===== config.mk =====
export PLATFORM = sky130hd
export DESIGN_NAME = rabs_seq
export DESIGN_NICKNAME = d
export VERILOG_FILES = /design/src/rtl/rabs_pkg.sv /design/src/rtl/rabs_sync.sv /design/src/rtl/rabs_timer.sv /design/src/rtl/rabs_seq.sv
export VERILOG_INCLUDE_DIRS = /design/src /design/src/rtl
export SDC_FILE = /design/constraint.sdc
export NUM_CORES = 1
export LEC_CHECK = 0
export BUFFER_PORTS_ARGS = -buffer_cell sky130_fd_sc_hd__buf_4
export CAP_MARGIN = 20
export CELL_PAD_IN_SITES_DETAIL_PLACEMENT = 1
export CELL_PAD_IN_SITES_GLOBAL_PLACEMENT = 1
export CORE_MARGIN = 1.5
export CORE_UTILIZATION = 42
export CTS_CLUSTER_SIZE = 8
export DETAILED_ROUTE_END_ITERATION = 8
export GPL_TIMING_DRIVEN = 0
export HOLD_SLACK_MARGIN = 0.05
export PLACE_DENSITY = 0.79
export RECOVER_POWER = 25
export SYNTH_ARGS = -nofsm -noshare
export SYNTH_HDL_FRONTEND = slang
export SYNTH_SLANG_ARGS = --single-unit

===== constraint.sdc =====
create_clock -name pclk -period 2.6 [get_ports pclk]
set_input_delay 0.26 -clock pclk [delete_from_list [all_inputs] [get_ports pclk]]
set_output_delay 0.26 -clock pclk [all_outputs]
set_load 0.02 [all_outputs]

===== src/rtl/rabs_cfg.svh =====
// Purpose: constants of the read-after-write block sequencer
// Assumes: pclk at 200 MHz, APB byte addresses
// Notes:   times kept in their own unit, cycle counts derived from them
`ifndef RABS_CFG_SVH
`define RABS_CFG_SVH

// register byte offsets
`define RABS_ADDR_CTRL     12'h000
`define RABS_ADDR_PERIOD   12'h004
`define RABS_ADDR_STATUS   12'h008

// control field positions
`define RABS_CTRL_ERR_STOP 0
`define RABS_CTRL_CYCLE    1
`define RABS_CTRL_ODD      2
`define RABS_CTRL_RESET    32'h0000_0002

// status field positions
`define RABS_ST_START      0
`define RABS_ST_DRIVE      1
`define RABS_ST_ERRSTOP    2
`define RABS_ST_VERT       3
`define RABS_ST_DISPLAY    4
`define RABS_ST_LONG       5
`define RABS_ST_PHASE      16

// nominal read clock period in pclk cycles (160 ns)
`define RABS_PERIOD_RESET  16'h0020

// timing
`define RABS_CLK_NS        5
`define RABS_CLK_PER_MS    200000
`define RABS_RDPULSE_NS    2000
`define RABS_END_BLOCK_NS  2000
`define RABS_DISPLAY_MS    250
`define RABS_CHECK_PERIODS 10
`define RABS_RDPULSE_CYC   (`RABS_RDPULSE_NS / `RABS_CLK_NS)
`define RABS_END_BLOCK_CYC (`RABS_END_BLOCK_NS / `RABS_CLK_NS)
`define RABS_DISPLAY_CYC   (`RABS_DISPLAY_MS * `RABS_CLK_PER_MS)

`endif


===== src/rtl/rabs_pkg.sv =====
// Purpose: types of the read-after-write block sequencer
// Assumes: nine-track characters
// Notes:   constants live in rabs_cfg.svh
package rabs_pkg;

  // one character as read from tape
  typedef struct packed {
    logic       parity;
    logic [7:0] data;
  } rabs_char_t;

  // block sequence phases
  typedef enum logic [1:0] {
    PH_IDLE  = 2'b00,
    PH_RUN   = 2'b01,
    PH_CHECK = 2'b10,
    PH_DISP  = 2'b11
  } rabs_phase_t;

endpackage


===== src/rtl/rabs_sync.sv =====
// Purpose: two-flop synchroniser for pin inputs
// Assumes: inputs are asynchronous to pclk
// Notes:   only the second stage may be read
`timescale 1ns/1ps
`default_nettype none
module rabs_sync #(
  parameter int W = 1
) (
  input  wire logic         pclk,
  input  wire logic         presetn,
  input  wire logic [W-1:0] d,
  output logic      [W-1:0] q
);
  logic [W-1:0] meta_r;

  // first stage feeds only the second
  always_ff @(posedge pclk or negedge presetn) begin
    if (!presetn) begin
      meta_r <= '0;
      q      <= '0;
    end else begin
      meta_r <= d;
      q      <= meta_r;
    end
  end
endmodule
`default_nettype wire


===== src/rtl/rabs_timer.sv =====
// Purpose: retriggerable down-counter standing in for a one-shot
// Assumes: value of zero is treated as one cycle
// Notes:   busy lasts exactly value cycles after the load edge
`timescale 1ns/1ps
`default_nettype none
module rabs_timer (
  input  wire logic        pclk,
  input  wire logic        presetn,
  input  wire logic        load,
  input  wire logic [31:0] value,
  output logic             busy,
  output logic             done
);
  logic [31:0] cnt_r;

  // reload on every trigger, so a fresh trigger extends the interval
  always_ff @(posedge pclk or negedge presetn) begin
    if (!presetn) begin
      cnt_r <= 32'h0000_0000;
    end else if (load) begin
      cnt_r <= (value == 32'h0000_0000) ? 32'h0000_0001 : value;
    end else if (cnt_r != 32'h0000_0000) begin
      cnt_r <= cnt_r - 32'h0000_0001;
    end
  end

  assign busy = (cnt_r != 32'h0000_0000);
  assign done = (cnt_r == 32'h0000_0001) && !load;
endmodule
`default_nettype wire


===== src/rtl/rabs_seq.sv =====
// Purpose: read-after-write block sequencer with APB control
// Assumes: read clock and tracks arrive from the tape unit unsynchronised
// Notes:   all one-shots replaced by counters on pclk
// Notes on behaviour
// RL1: block starts from auto start after evaluation, or operator error-stop toggle.
// RL2: error latch under error-stop blocks the auto start pulse.
// RL3: switching error-stop to normal makes a start trigger bypassing the inhibit.
// RL4: normal never halts on errors; error-stop continues while no error seen.
// RL5: start pulse clears vertical latch and longitudinal detectors.
// RL6: start sets start latch, which sets drive latch; forward-only asserts forward command.
// RL7: tape unit moves forward only in its read-block setting.
// RL8: each read clock gives an internal pulse two microseconds long.
// RL9: first read clock clears start latch and starts end-of-data timer.
// RL10: end-of-data timer retriggers; fires 2-1/2 periods after last clock.
// RL11: vertical mismatch at a clock drives vertical error, sets lamp latch.
// RL12: wait ten periods after end of data before end-of-block.
// RL13: vertical errors suppressed during the ten-period check interval.
// RL14: two-microsecond end-of-block pulse clears drive latch, starts display.
// RL15: tape unit halts when forward command drops.
// RL16: display lasts 250 ms, lights per-track lamps, signals to board.
// RL17: write permit held low for the whole display period.
// RL18: any track error in display drives longitudinal error low.
// RL19: combiner ORs errors; under error-stop it sets the error latch.
// RL20: display end restarts the next block unless error-stopped.
// RL21: end-of-data span and check delay share one period setting.
// RL22: nine detectors cleared at start, toggled per one bit, odd flags.
// RL23: odd/even selection; mismatch of nine-bit ones count flags error.
// RL24: intervals counted on pclk in units of the period setting.
//
// The register addresses and the APB interface to the registers are this design's own decisions.
`timescale 1ns/1ps
`default_nettype none
`include "rabs_cfg.svh"
module rabs_seq #(
  parameter logic [31:0] DISPLAY_CYC = `RABS_DISPLAY_CYC
) (
  input  wire logic                 pclk,
  input  wire logic                 presetn,
  input  wire logic                 psel,
  input  wire logic                 penable,
  input  wire logic                 pwrite,
  input  wire logic [11:0]          paddr,
  input  wire logic [31:0]          pwdata,
  output logic      [31:0]          prdata,
  output logic                      pready,
  output logic                      pslverr,
  input  wire logic                 read_clk,
  input  wire rabs_pkg::rabs_char_t read_char,
  output logic                      forward_command_n,
  output logic                      vert_error_n,
  output logic                      long_error_n,
  output logic                      display_period,
  output logic                      write_permit,
  output logic                      lateral_parity_lamp,
  output logic      [8:0]           long_lamps
);
  import rabs_pkg::*;

  logic [31:0] ctrl_r;
  logic [15:0] period_r;
  logic        error_stop_select;
  logic        cycle_select;
  logic        odd_select;
  rabs_char_t  char_s;
  logic        rclk_s;
  logic        rclk_q_r;
  logic        rclk_rise;
  rabs_phase_t phase_r;
  logic        start_latch_r;
  logic        drive_latch_r;
  logic        err_latch_r;
  logic        vert_latch_r;
  logic        vert_hit_r;
  logic        err_stop_q_r;
  logic        manual_trig;
  logic        auto_start;
  logic        start_trig;
  logic [8:0]  long_det_r;
  logic        long_any;
  logic        err_any;
  logic        rd_busy;
  logic        end_data_done;
  logic        chk_done;
  logic        end_block_busy;
  logic        disp_busy;
  logic        disp_done;
  logic [31:0] end_data_len;
  logic [31:0] chk_len;
  logic        wr_en;
  logic        rd_setup;
  logic        addr_ok;
  logic [31:0] status;

  assign error_stop_select = ctrl_r[`RABS_CTRL_ERR_STOP];
  assign cycle_select      = ctrl_r[`RABS_CTRL_CYCLE];
  assign odd_select        = ctrl_r[`RABS_CTRL_ODD];

  // apb slave: zero wait states, read data captured in the setup cycle
  assign addr_ok  = (paddr == `RABS_ADDR_CTRL) || (paddr == `RABS_ADDR_PERIOD)
                 || (paddr == `RABS_ADDR_STATUS);
  assign pready   = 1'b1;
  assign pslverr  = psel && penable && !addr_ok;
  assign wr_en    = psel && penable && pwrite && addr_ok;
  assign rd_setup = psel && !penable && !pwrite;

  always_ff @(posedge pclk or negedge presetn) begin
    if (!presetn) begin
      ctrl_r   <= `RABS_CTRL_RESET;
      period_r <= `RABS_PERIOD_RESET;
    end else if (wr_en && paddr == `RABS_ADDR_CTRL) begin
      ctrl_r   <= pwdata & 32'h0000_0007;
    end else if (wr_en && paddr == `RABS_ADDR_PERIOD) begin
      period_r <= pwdata[15:0];
    end
  end

  assign status = {14'h0000, phase_r, 2'h0, long_det_r, display_period,
                   vert_latch_r, err_latch_r, drive_latch_r, start_latch_r};

  always_ff @(posedge pclk or negedge presetn) begin
    if (!presetn) begin
      prdata <= 32'h0000_0000;
    end else if (rd_setup) begin
      unique case (paddr)
        `RABS_ADDR_CTRL:   prdata <= ctrl_r;
        `RABS_ADDR_PERIOD: prdata <= {16'h0000, period_r};
        `RABS_ADDR_STATUS: prdata <= status;
        default:           prdata <= 32'h0000_0000;
      endcase
    end
  end

  // pin inputs pass two flops; the edge detector looks only at stage two
  rabs_sync #(.W(10)) u_sync (
    .pclk    (pclk),
    .presetn (presetn),
    .d       ({read_clk, read_char}),
    .q       ({rclk_s, char_s})
  );

  always_ff @(posedge pclk or negedge presetn) begin
    if (!presetn) begin
      rclk_q_r <= 1'b0;
    end else begin
      rclk_q_r <= rclk_s;
    end
  end
  assign rclk_rise = rclk_s && !rclk_q_r;

  // both windows from one period figure, so they cannot drift apart
  assign end_data_len = (32'(period_r) * 32'h0000_0005) >> 1; // see RL21 see RL24
  assign chk_len      = 32'(period_r) * `RABS_CHECK_PERIODS;  // see RL21 see RL24

  // internal read clock pulse, re-armed by each incoming clock
  rabs_timer u_rdpulse (                               // see RL8
    .pclk    (pclk),
    .presetn (presetn),
    .load    (rclk_rise),
    .value   (32'(`RABS_RDPULSE_CYC)),
    .busy    (rd_busy),
    .done    ()
  );

  // end-of-data detect, retriggered by every clock while running
  rabs_timer u_end_data (                              // see RL9 see RL10
    .pclk    (pclk),
    .presetn (presetn),
    .load    (rclk_rise && phase_r == PH_RUN),
    .value   (end_data_len),
    .busy    (),
    .done    (end_data_done)
  );

  // check-character interval after end of data
  rabs_timer u_chk (                                   // see RL12
    .pclk    (pclk),
    .presetn (presetn),
    .load    (end_data_done && phase_r == PH_RUN),
    .value   (chk_len),
    .busy    (),
    .done    (chk_done)
  );

  // end-of-block pulse and display period start together
  rabs_timer u_end_block (                             // see RL14
    .pclk    (pclk),
    .presetn (presetn),
    .load    (chk_done && phase_r == PH_CHECK),
    .value   (32'(`RABS_END_BLOCK_CYC)),
    .busy    (end_block_busy),
    .done    ()
  );

  rabs_timer u_disp (                                  // see RL16
    .pclk    (pclk),
    .presetn (presetn),
    .load    (chk_done && phase_r == PH_CHECK),
    .value   (DISPLAY_CYC),
    .busy    (disp_busy),
    .done    (disp_done)
  );

  // start triggers: the manual one ignores the error inhibit
  always_ff @(posedge pclk or negedge presetn) begin
    if (!presetn) begin
      err_stop_q_r <= 1'b0;
    end else begin
      err_stop_q_r <= error_stop_select;
    end
  end
  assign manual_trig = err_stop_q_r && !error_stop_select;              // see RL3
  assign auto_start  = disp_done && phase_r == PH_DISP && !err_latch_r; // see RL2 see RL20
  assign start_trig  = auto_start || manual_trig;                       // see RL1

  // phase sequencing; late clocks in display are ignored
  always_ff @(posedge pclk or negedge presetn) begin
    if (!presetn) begin
      phase_r <= PH_IDLE;
    end else begin
      unique case (phase_r)
        PH_IDLE:  if (start_trig) phase_r <= PH_RUN;
        PH_RUN:   if (end_data_done) phase_r <= PH_CHECK;
        PH_CHECK: if (chk_done) phase_r <= PH_DISP;
        PH_DISP:  if (disp_done) phase_r <= auto_start ? PH_RUN : PH_IDLE;
      endcase
    end
  end

  // start latch: set by a trigger, cleared by the first read clock
  always_ff @(posedge pclk or negedge presetn) begin
    if (!presetn) begin
      start_latch_r <= 1'b0;
    end else if (start_trig) begin
      start_latch_r <= 1'b1;                                  // see RL6
    end else if (rclk_rise) begin
      start_latch_r <= 1'b0;                                  // see RL9
    end
  end

  // drive latch: held from start until end-of-block
  always_ff @(posedge pclk or negedge presetn) begin
    if (!presetn) begin
      drive_latch_r <= 1'b0;
    end else if (start_latch_r) begin
      drive_latch_r <= 1'b1;                                  // see RL6
    end else if (chk_done && phase_r == PH_CHECK) begin
      drive_latch_r <= 1'b0;                                  // see RL14
    end
  end

  // reverse cycling is not built; only forward-only drives the tape
  assign forward_command_n = !(drive_latch_r && cycle_select); // see RL6 see RL15

  // vertical check only in data time, never over the check characters
  always_ff @(posedge pclk or negedge presetn) begin
    if (!presetn) begin
      vert_hit_r <= 1'b0;
    end else if (rclk_rise) begin
      vert_hit_r <= (phase_r == PH_RUN) && ((^char_s) != odd_select); // see RL23 see RL13
    end
  end
  assign vert_error_n = !(vert_hit_r && rd_busy && phase_r == PH_RUN); // see RL11 see RL13

  always_ff @(posedge pclk or negedge presetn) begin
    if (!presetn) begin
      vert_latch_r <= 1'b0;
    end else if (!vert_error_n) begin
      vert_latch_r <= 1'b1;                                   // see RL11
    end else if (start_trig) begin
      vert_latch_r <= 1'b0;                                   // see RL5
    end
  end
  assign lateral_parity_lamp = vert_latch_r;

  // one toggle detector per track; check characters are included
  for (genvar t = 0; t < 9; t++) begin : g_long
    always_ff @(posedge pclk or negedge presetn) begin
      if (!presetn) begin
        long_det_r[t] <= 1'b0;
      end else if (start_trig) begin
        long_det_r[t] <= 1'b0;                                // see RL5 see RL22
      end else if (rclk_rise && (phase_r == PH_RUN || phase_r == PH_CHECK)
                   && char_s[t]) begin
        long_det_r[t] <= !long_det_r[t];                      // see RL22
      end
    end
  end

  assign display_period = disp_busy;                          // see RL16
  assign write_permit   = !disp_busy;                         // see RL17
  assign long_lamps     = disp_busy ? long_det_r : 9'h000;    // see RL16
  assign long_any       = disp_busy && (|long_det_r);
  assign long_error_n   = !long_any;                          // see RL18
  assign err_any        = vert_latch_r || long_any;           // see RL19

  // error-stop latch; going to normal releases it at once
  always_ff @(posedge pclk or negedge presetn) begin
    if (!presetn) begin
      err_latch_r <= 1'b0;
    end else if (!error_stop_select) begin
      err_latch_r <= 1'b0;                                    // see RL4
    end else if (err_any) begin
      err_latch_r <= 1'b1;                                    // see RL19 see RL2
    end
  end

  logic [31:0] chk_run_h;
  always_ff @(posedge pclk or negedge presetn) begin
    if (!presetn) begin
      chk_run_h <= 32'h0000_0000;
    end else begin
      chk_run_h <= (phase_r == PH_CHECK) ? chk_run_h + 32'h0000_0001 : 32'h0000_0000;
    end
  end
endmodule
`default_nettype wire


==> flow_summary.ini, run 1 <==
[sta]
rsz0062_at_grt = yes
fin_crit_sh = 1.20
finalSetupViolCount = 100
fin_setup_tns_ns = -17.82
relSlewSlack = 0.0581
setup_ws_ns = -0.526
fmax_ghz = 0.320
slew_violations = 0
worstMarginPinSlew_ns = 1.41
post-route-min-period_ns = 3.13
fin_skew_ns = 0.0299
hold_violations = 0

[setup_path]
cp-end-kind = flop
crit_path_max_incr_delay_ns = 0.49
crit_path_end = u_chk.cnt_r[0]$_DFFE_PN0P_
cp-start-kind = flop
cp-startpoint = period_r[2]$_DFFE_PN0P_
reg2regPathDepth = 11
crit_slowest_cell = dfrtp_2
required_ns = 3.05
cp_top_family = compound AO/OA/AOI/OAI gates
critPathMaxFanout = 4
arrival_ns = 3.58
r2r_slack_ns = -0.53
path_cells = ha_4, ha_4, fa_2, a21o_1, a221o_1, buf_6, a21oi_4, o21ai_2, xnor2_2, nand3_1, o22ai_1
crit_path_frequent_cell = ha_4
r2r_end = u_chk.cnt_r[0]$_DFFE_PN0P_
r2r-start = period_r[2]$_DFFE_PN0P_
cp_num_buf_inv = 1
crit_type = flop to flop
cp.depth = 11

[drt]
dr_total_vias = 10800
wirelength_microns = 47300
ant_nets = 0
drc = 0
drt_iter0_drc = 832
wire_per_inst_microns = 27.7
routed_via_density = 6.32
dr.pass1.iters = 5

[synth]
synth_edf_count = 0
synth-compound-area-share = 0.101
synth.distinct_cells = 66
synthSimpleGateAreaFrac = 0.213
synth_xor_xnor_area_share = 0.103
async_flop_share = 1.00
netlist_instances = 1100
ys_ff_latch = 203
muxShareOfSynthArea = 0.0292
netlist_area_sq_um = 10800
synth_top_family_by_area = simple AND/OR/NAND/NOR gates
synth_flop_cell = dfrtp_1
ys_warn_count = 0
synth_area_per_cell_sq_um = 9.79
yosys.area_share.adder = 0.0506
seq_area_frac_synth = 0.472

[finish]
design_area_sq_um = 15200
utilization = 0.604
multi_input_area_sq_um = 6540
regArea_sq_um = 5090
final_common_cell = dfrtp_1
syn2layout_area_growth_pct = 41.3
final_nets = 1466
fill_cells = 2614
drive_gt1_frac = 0.339
final_cell_mix = 193 x dfrtp_1, 173 x buf_4, 104 x nor2_1, 86 x nand2_1, 62 x xnor2_1

[global_routing]
grt_pass1_wl_microns = 60600
antenna_found_initial = 0
grt-ovfl-total = 0
grt_pass1_vias = 10900
grt_max_degree = 110
grt_usage = 0.292

[die]
start_util = 0.428
dieArea_sq_um = 26600
core_area_sq_um = 25200
fp-row-count = 58
io_pins = 108
die_x_microns = 163
fp.dieH_microns = 163

[cts]
cts_buffers = 29
cts_tree = done
cts-root-buf = clkbuf_16
htreeDepth = 1
cts_sinks = 203
clk_path_buf_depth = 3
clk_latency_ns = 0.56
path_clk_slew_ns = 0.06

[pwr]
vdd_drop_max_v = 0.000831
powerDensity_nw_per_um2 = 924
power.leakage_nw = 6.90

[place]
dp_slack_ns = -0.751
io_buffers = 75
hpwl_microns = 20900
gp_congestion = 0.817
post_dp_cell_area_sq_um = 11900

[run]
cap_violations = 0

[min_path]
min_path_type = input port to flop
min_from = paddr[2]

[run_status]
status = finished, violations left
violations = negative setup slack
metal layers:
layer | part of all wire | routed length (microns) | global-route usage | up-vias
met2 | 0.50 | 23400 | 0.512 | 653
met1 | 0.37 | 17400 | 0.346 | 5520
met3 | 0.071 | 3340 | 0.0409 | 232
met4 | 0.065 | 3060 | 0.151 | 0
li1 | - | - | - | 4375
met5 | 0 | 0 | 0 | -
layout make-up:
cell class              count  share of cell area
multi-input cells         838               0.430
flip-flops and latches    203               0.335
plain buffers              42              0.0197
repair buffers            231               0.131
clock inverters             2             0.00255
diodes                      1            0.000164
inverters                  19             0.00493
clock buffers              41              0.0506
well taps                 330              0.0271
worst min path at each step:
stage                               end  slack [ns]  depth (start not counted)
2_1_floorplan     ctrl_r[0]$_DFFE_PN0P_       -0.04                          0
3_3_place_gp      u_sync.q[5]$_DFF_PN0_        0.33                          0
3_5_place_dp   period_r[10]$_DFFE_PN0P_        0.34                          1
4_1_cts           prdata[1]$_DFFE_PN0P_        0.14                          4
5_1_grt         period_r[0]$_DFFE_PN0P_        0.32                          3
6_report          prdata[2]$_DFFE_PN0P_        0.31                          4
cells in the mapped netlist (10+ instances only):
cell / number / area share
xor2_1: 56 / 0.046
mux2_2: 19 / 0.020
nor3_1: 45 / 0.021
nor4_1: 31 / 0.018
dfrtp_1: 201 / 0.47
a21oi_1: 28 / 0.013
nor2_1: 116 / 0.040
ha_1: 42 / 0.049
mux2i_1: 10 / 0.0093
nand4_1: 10 / 0.0058
clkbuf_1: 37 / 0.013
or4_1: 16 / 0.011
and2_1: 15 / 0.0087
nand2_1: 102 / 0.036
o21ai_0: 67 / 0.031
a22oi_1: 11 / 0.0077
or3_1: 25 / 0.015
buf_4: 15 / 0.010
inv_1: 19 / 0.0066
xnor2_1: 71 / 0.058
a21o_1: 10 / 0.0070
nand3_1: 38 / 0.018
timing repair:
action / CTS / global route
buffers inserted: 66 / 60
resized for setup: 155 / 130
gates cloned: 2 / 1
endpoints found under the hold margin: 123 / 0
hold buffers: 27 / 0
endpoints found under the setup margin: 153 / 157
pin swaps: 56 / 76
worst min-delay path: cells and delay by family:
family / cells / cell delay (ns)
simple gates: 1 / 0.13
buf+inv: 1 / 0.16
compound gates: 2 / 0.27
sequential cells by signal (all words and copies together) (netlist names):
| register | cells |
|---|---|
| u_chk.cnt_r | 32 |
| u_disp.cnt_r | 32 |
| u_end_data.cnt_r | 32 |
| u_rdpulse.cnt_r | 32 |
| prdata | 18 |
| period_r | 16 |
| u_sync.meta_r | 10 |
| u_sync.q | 10 |
| long_det_r | 9 |
| ctrl_r | 3 |
| phase_r | 2 |
| drive_latch_r | 1 |
| err_latch_r | 1 |
| err_stop_q_r | 1 |
| lateral_parity_lamp | 1 |
| rclk_q_r | 1 |
| start_latch_r | 1 |
| vert_hit_r | 1 |
power breakdown:
part           internal, mW  switching (mW)
clock network          2.12            1.50
registers              3.96            1.21
logic                  2.42            2.86
logic make-up (layout without fill, tap and decap cells):
logic type | Yosys count | count (layout)
DFF | 203 | 203
AOI/OAI and AO/OA | 170 | 170
and+or+nand+nor | 454 | 454
buffers and inverters | 72 | 335
adders and majority gates | 43 | 43
muxes | 29 | 29
other | 2 | 16
xor gates and xnor gates | 127 | 127
per-stage QoR:
| stage | power [mW] | std cells | hold WS, ns |
|---|---|---|---|
| 2_1_floorplan | 7.06 | 1113 | -0.0356 |
| 3_3_place_gp | 7.92 | 1518 | 0.331 |
| 3_5_place_dp | 8.13 | 1520 | 0.336 |
| 4_1_cts | 12.5 | 1653 | 0.138 |
| 5_1_grt | 14.5 | 1706 | 0.321 |
| 6_report | 14.1 | 1707 | 0.312 |
Note: power is estimated with default switching activity, not from simulation.
==> run 2, diff against run 1 <==
--- a/config.mk
+++ b/config.mk
@@ -10,7 +10,6 @@
 export CAP_MARGIN = 20
 export CELL_PAD_IN_SITES_DETAIL_PLACEMENT = 1
 export CELL_PAD_IN_SITES_GLOBAL_PLACEMENT = 1
-export CORE_MARGIN = 1.5
 export CORE_UTILIZATION = 42
 export CTS_CLUSTER_SIZE = 8
 export DETAILED_ROUTE_END_ITERATION = 8
==> constraint.sdc (replaced) <==
create_clock -name pclk -period 2.7 [get_ports pclk]
set_input_delay 0.27 -clock pclk [delete_from_list [all_inputs] [get_ports pclk]]
set_output_delay 0.27 -clock pclk [all_outputs]
set_load 0.02 [all_outputs]
==> run 2 against run 1 <==
The run ends with max-capacitance violations, max-slew violations, negative setup slack left. Combinational power fell by 16%. Total power fell by 10%. Wire length fell by 17%. Largest cell class unchanged. Critical path type is now flop to primary output. Critical endpoint is now long_error_n.
==> flow_summary.ini, run 2 (synthesized netlist as in run 1, its figures left out) <==
[setup_path]
cp-end-kind = primary output
r2r_end = u_disp.cnt_r[15]$_DFFE_PN0P_
crit_type = flop to primary output
path_cells = or3_4, nor3_4, nand4_1, or2_4, buf_8, o41ai_4, buf_4
r2r-start = u_disp.cnt_r[16]$_DFFE_PN0P_
reg2regPathDepth = 11
required_ns = 2.43
critPathMaxFanout = 10
arrival_ns = 2.83
crit_slowest_cell = dfrtp_1
r2r_slack_ns = -0.22
crit_path_max_incr_delay_ns = 0.42
cp-start-kind = flop

[die]
core_area_sq_um = 25200
io_pins = 108
dieArea_sq_um = 26300
fp-row-count = 58
fp.dieH_microns = 162
die_x_microns = 162
start_util = 0.428

[drt]
wire_per_inst_microns = 23.4
routed_via_density = 5.84
drt_iter0_drc = 663
dr.pass1.iters = 5
drc = 0
dr_total_vias = 9801
wirelength_microns = 39200
ant_nets = 0

[sta]
fmax_ghz = 0.322
slew_violations = 120
post-route-min-period_ns = 3.10
rsz0062_at_grt = yes
holdWs_ns = 0.160
fin_skew_ns = 0.0283
relSlewSlack = -0.161
hold_violations = 0
fin_crit_sh = 1.15
finalSetupViolCount = 46
worstMarginPinSlew_ns = 1.74
setup_ws_ns = -0.405

[place]
gp_congestion = 0.816
hpwl_microns = 20700
dp_slack_ns = -0.741
io_buffers = 75

[finish]
final_common_cell = dfrtp_1
final_nets = 1436
utilization = 0.577
drive_gt1_frac = 0.282
syn2layout_area_growth_pct = 34.9
final_cell_mix = 195 x dfrtp_1, 148 x buf_4, 111 x nor2_1, 100 x nand2_1, 66 x xnor2_1

[cts]
cts-root-buf = clkbuf_16
cts_sinks = 203
htreeDepth = 1
cts_buffers = 29
path_clk_slew_ns = 0.06
clk_latency_ns = 0.57
clk_path_buf_depth = 3
cts_tree = done

[pwr]
swShare = 0.379
pwr-share-seq = 0.383
powerDensity_nw_per_um2 = 871
power.leakage_nw = 6.67
pwr-share-comb = 0.351
p_clk_frac = 0.266
power.total_mw = 12.7
power.switching_mw = 4.80
vdd_drop_max_v = 0.000744
intPower_mw = 7.86

[min_path]
min_from = paddr[2]
min_path_type = input port to flop
hold_end = ctrl_r[0]$_DFFE_PN0P_
whs_path_depth = 3

[run_status]
status = finished, violations left
violations = max-capacitance violations, max-slew violations, negative setup slack

[global_routing]
grt_usage = 0.267
grt_max_degree = 121
grt_pass1_wl_microns = 55300
antenna_found_initial = 1
grt_pass1_vias = 10200
grt-ovfl-total = 0

[run]
cap_violations = 1
==> run 2: changes by cell type in the layout (fill, tap and decap cells not counted), moves of 5 or more <==
cell and delta:
nand2_1 +14, ha_4 -6, nor2_1 +7, nor2_4 -5
nand2_2 -10, nor3_2 -5, o21ai_0 +8, o21ai_2 -5
nor3_1 +7, buf_4 -25
==> run 2: how the worst max path moves through the flow <==
stage / startpoint / to / slack [ns] / cells past startpoint
global route: u_disp.cnt_r[16]$_DFFE_PN0P_ / long_error_n / -0.43 / 7
floorplan: u_rdpulse.cnt_r[6]$_DFFE_PN0P_ / u_rdpulse.cnt_r[25]$_DFFE_PN0P_ / -0.13 / 7
detailed placement: u_end_data.cnt_r[7]$_DFFE_PN0P_ / long_det_r[8]$_DFFE_PN0P_ / -0.74 / 7
finish: u_disp.cnt_r[16]$_DFFE_PN0P_ / long_error_n / -0.40 / 7
global placement: paddr[7] / period_r[12]$_DFFE_PN0P_ / -0.70 / 6
CTS: u_disp.cnt_r[9]$_DFFE_PN0P_ / long_error_n / -0.32 / 7
==> run 2: metal layers <==
layer | up-vias | wire [microns] | GRT usage
li1 | 4321 | - | -
met1 | 4960 | 15300 | 0.331
met2 | 380 | 20000 | 0.476
met3 | 140 | 1930 | 0.0314
met4 | 0 | 1970 | 0.0948
met5 | - | 0 | 0
==> run 2: per-stage QoR <==
step | setup TNS, ns | instance area, sq um | cells
after CTS | -3.72 | 14000 | 1642
after global placement | -85.50 | 11800 | 1518
after detailed placement | -62.88 | 11900 | 1520
after global routing | -11.36 | 14500 | 1677
final | -7.51 | 14500 | 1677
after floorplan | -0.209 | 10900 | 1113
==> run 2: final cells by class <==
class	instances	area, sq um
Buffer	44	279
Multi-Input combinational cell	838	6180
Tap cell	330	413
Inverter	19	75.1
Sequential cell	203	5090
Clock buffer	41	771
Antenna cell	1	2.50
Timing Repair Buffer	199	1700
Clock inverter	2	27.5
Fill cell	2672	10700
==> run 2: timing repair <==
item / CTS / global route
endpoints found under the hold margin: 147 / 0
endpoints found under the setup margin: 154 / 99
resized for setup: 133 / 80
hold buffers: 27 / 0
setup buffers: 57 / 43
cloned: 0 / 2
pin swaps: 42 / 52
==> run 2: critical path: cells and delay by family (launching register included) <==
| family | cells | cell delay [ns] |
|---|---|---|
| AND/OR/NAND/NOR | 4 | 1.37 |
| flip-flops | 1 | 0.42 |
| buffers and inverters | 2 | 0.40 |
| AO/OA/AOI/OAI | 1 | 0.07 |
==> run 2: power groups by stage <==
stage               clock (mW)  combinational, mW  sequential (mW)
global placement             0               2.94             4.65
finish                    3.37               4.44             4.85
floorplan                    0               2.30             4.46
CTS                       3.36               3.75             4.73
detailed placement           0               3.11             4.69
global route              3.52               4.79             4.93
==> run 3, diff against run 2 <==
--- a/config.mk
+++ b/config.mk
@@ -15,6 +15,7 @@
 export DETAILED_ROUTE_END_ITERATION = 8
 export GPL_TIMING_DRIVEN = 0
 export HOLD_SLACK_MARGIN = 0.05
+export MAX_ROUTING_LAYER = met4
 export PLACE_DENSITY = 0.79
 export RECOVER_POWER = 25
 export SYNTH_ARGS = -nofsm -noshare
==> run 3 against run 2 <==
The flow still finishes with violations (max-capacitance violations, max-slew violations, negative setup slack). Sequential share of layout area is 0.097 points higher. Non-clock buffer count shrank 1. Cell count is essentially flat.
==> flow_summary.ini, run 3 (synthesized netlist as in run 1, its figures left out) <==
[finish]
final_common_cell = dfrtp_1
final_nets = 1435
fill_cells = 2677
final_cell_mix = 195 x dfrtp_1, 148 x buf_4, 114 x nor2_1, 100 x nand2_1, 66 x xnor2_1
syn2layout_area_growth_pct = 34.5
utilization = 0.575
drive_gt1_frac = 0.280

[pwr]
power.leakage_nw = 6.64
p_clk_frac = 0.270
powerDensity_nw_per_um2 = 864
intPower_mw = 7.81
power.switching_mw = 4.70
pwr-share-seq = 0.386
vdd_drop_max_v = 0.000654
pwr-share-comb = 0.344
swShare = 0.376

[cts]
clk_latency_ns = 0.57
cts_buffers = 29
cts-root-buf = clkbuf_16
cts_tree = done
cts_sinks = 203
clk_path_buf_depth = 3
path_clk_slew_ns = 0.06
htreeDepth = 1

[drt]
ant_nets = 0
wirelength_microns = 38400
dr_total_vias = 9778
drc = 0
routed_via_density = 5.83
drt_iter0_drc = 571
dr.pass1.iters = 5
wire_per_inst_microns = 22.9

[sta]
post-route-min-period_ns = 3.08
fin_skew_ns = 0.0229
finalSetupViolCount = 48
fmax_ghz = 0.324
relSlewSlack = -0.163
setup_ws_ns = -0.382
worstMarginPinSlew_ns = 1.74
fin_crit_sh = 1.14
hold_violations = 0
rsz0062_at_grt = yes
slew_violations = 120
fin_setup_tns_ns = -5.72

[global_routing]
antenna_found_initial = 0
grt-ovfl-total = 0
grt_max_degree = 121
grt_pass1_vias = 10200
grt_usage = 0.275
grt_pass1_wl_microns = 55300

[die]
fp.dieH_microns = 162
start_util = 0.428
dieArea_sq_um = 26300
die_x_microns = 162
fp-row-count = 58
core_area_sq_um = 25200
io_pins = 108

[setup_path]
crit_slowest_cell = dfrtp_1
arrival_ns = 2.81
critPathMaxFanout = 10
path_cells = or3_4, nor3_4, nand4_1, or2_4, clkbuf_8, o41ai_2, buf_4
crit_path_max_incr_delay_ns = 0.41
required_ns = 2.43
cp-end-kind = primary output
cp-start-kind = flop
crit_type = flop to primary output

[place]
hpwl_microns = 20700
dp_slack_ns = -0.741
io_buffers = 75
gp_congestion = 0.828

[run_status]
status = finished, violations left
violations = max-capacitance violations, max-slew violations, negative setup slack

[run]
cap_violations = 1

[min_path]
min_path_type = input port to flop
-- run 3: area by class of cell --
| type | instances | area [sq um] | share of cell area |
|---|---|---|---|
| multi-input combinational | 838 | 6150 | 0.424 |
| sequential | 203 | 5090 | 0.351 |
| timing repair buffer | 198 | 1680 | 0.116 |
| clock buffer | 41 | 771 | 0.0532 |
| tap | 330 | 413 | 0.0285 |
| buffer | 44 | 278 | 0.0192 |
| inverter | 19 | 75.1 | 0.00518 |
| clock inverter | 2 | 27.5 | 0.00190 |
| antenna | 1 | 2.50 | 0.000173 |
-- run 3: power groups by stage --
stage          clock (mW)  combinational, mW  sequential (mW)
5_1_grt              3.53               4.68             4.92
2_1_floorplan           0               2.30             4.46
6_report             3.37               4.30             4.83
3_5_place_dp            0               3.11             4.69
3_3_place_gp            0               2.94             4.65
4_1_cts              3.36               3.75             4.73
-- run 3: worst paths after layout --
| path | from | endpoint | slack (ns) | depth (start not counted) |
|---|---|---|---|---|
| max in group asynchronous | presetn | u_rdpulse.cnt_r[26]$_DFFE_PN0P_ | 0.51 | 4 |
| max reg2reg | period_r[1]$_DFFE_PN0P_ | u_chk.cnt_r[0]$_DFFE_PN0P_ | -0.22 | 11 |
| max | u_disp.cnt_r[16]$_DFFE_PN0P_ | long_error_n | -0.38 | 7 |
| min in group asynchronous | presetn | prdata[12]$_DFFE_PN0P_ | 0.98 | 3 |
| min reg2reg | u_sync.meta_r[5]$_DFF_PN0_ | u_sync.q[5]$_DFF_PN0_ | 0.34 | 0 |
| min | paddr[2] | ctrl_r[0]$_DFFE_PN0P_ | 0.16 | 3 |
-- run 3: what timing repair did --
| action | CTS | global route |
|---|---|---|
| gates cloned | 0 | 1 |
| hold buffers | 27 | 0 |
| buffers inserted | 57 | 42 |
| pin swaps | 42 | 46 |
| endpoints found under the setup margin | 154 | 99 |
| gates resized for setup | 133 | 74 |
| endpoints found under the hold margin | 147 | 0 |
-- run 3: critical path, delay by kind of cell, from the launching register on --
family,cells,cell delay [ns]
AOI/OAI and AO/OA,1,0.11
DFF,1,0.41
buffers and inverters,2,0.45
and+or+nand+nor,4,1.28
-- run 3: metal layers --
metal  GRT usage  vias to the layer above  wire length (microns)
met1       0.331                     4979                  15200
met5           -                        -                      0
met4      0.0948                        0                   1680
met3      0.0296                      135                   1740
met2       0.478                      355                  19800
li1            -                     4309                      -
-- run 3: through the flow --
| step | area (sq um) | power (mW) | hold slack [ns] | cells |
|---|---|---|---|---|
| after floorplan | 10900 | 6.76 | -0.0256 | 1113 |
| after global routing | 14500 | 13.1 | 0.229 | 1675 |
| after global placement | 11800 | 7.59 | 0.334 | 1518 |
| after CTS | 14000 | 11.8 | 0.147 | 1642 |
| after detailed placement | 11900 | 7.80 | 0.336 | 1520 |
| final | 14500 | 12.5 | 0.158 | 1676 |
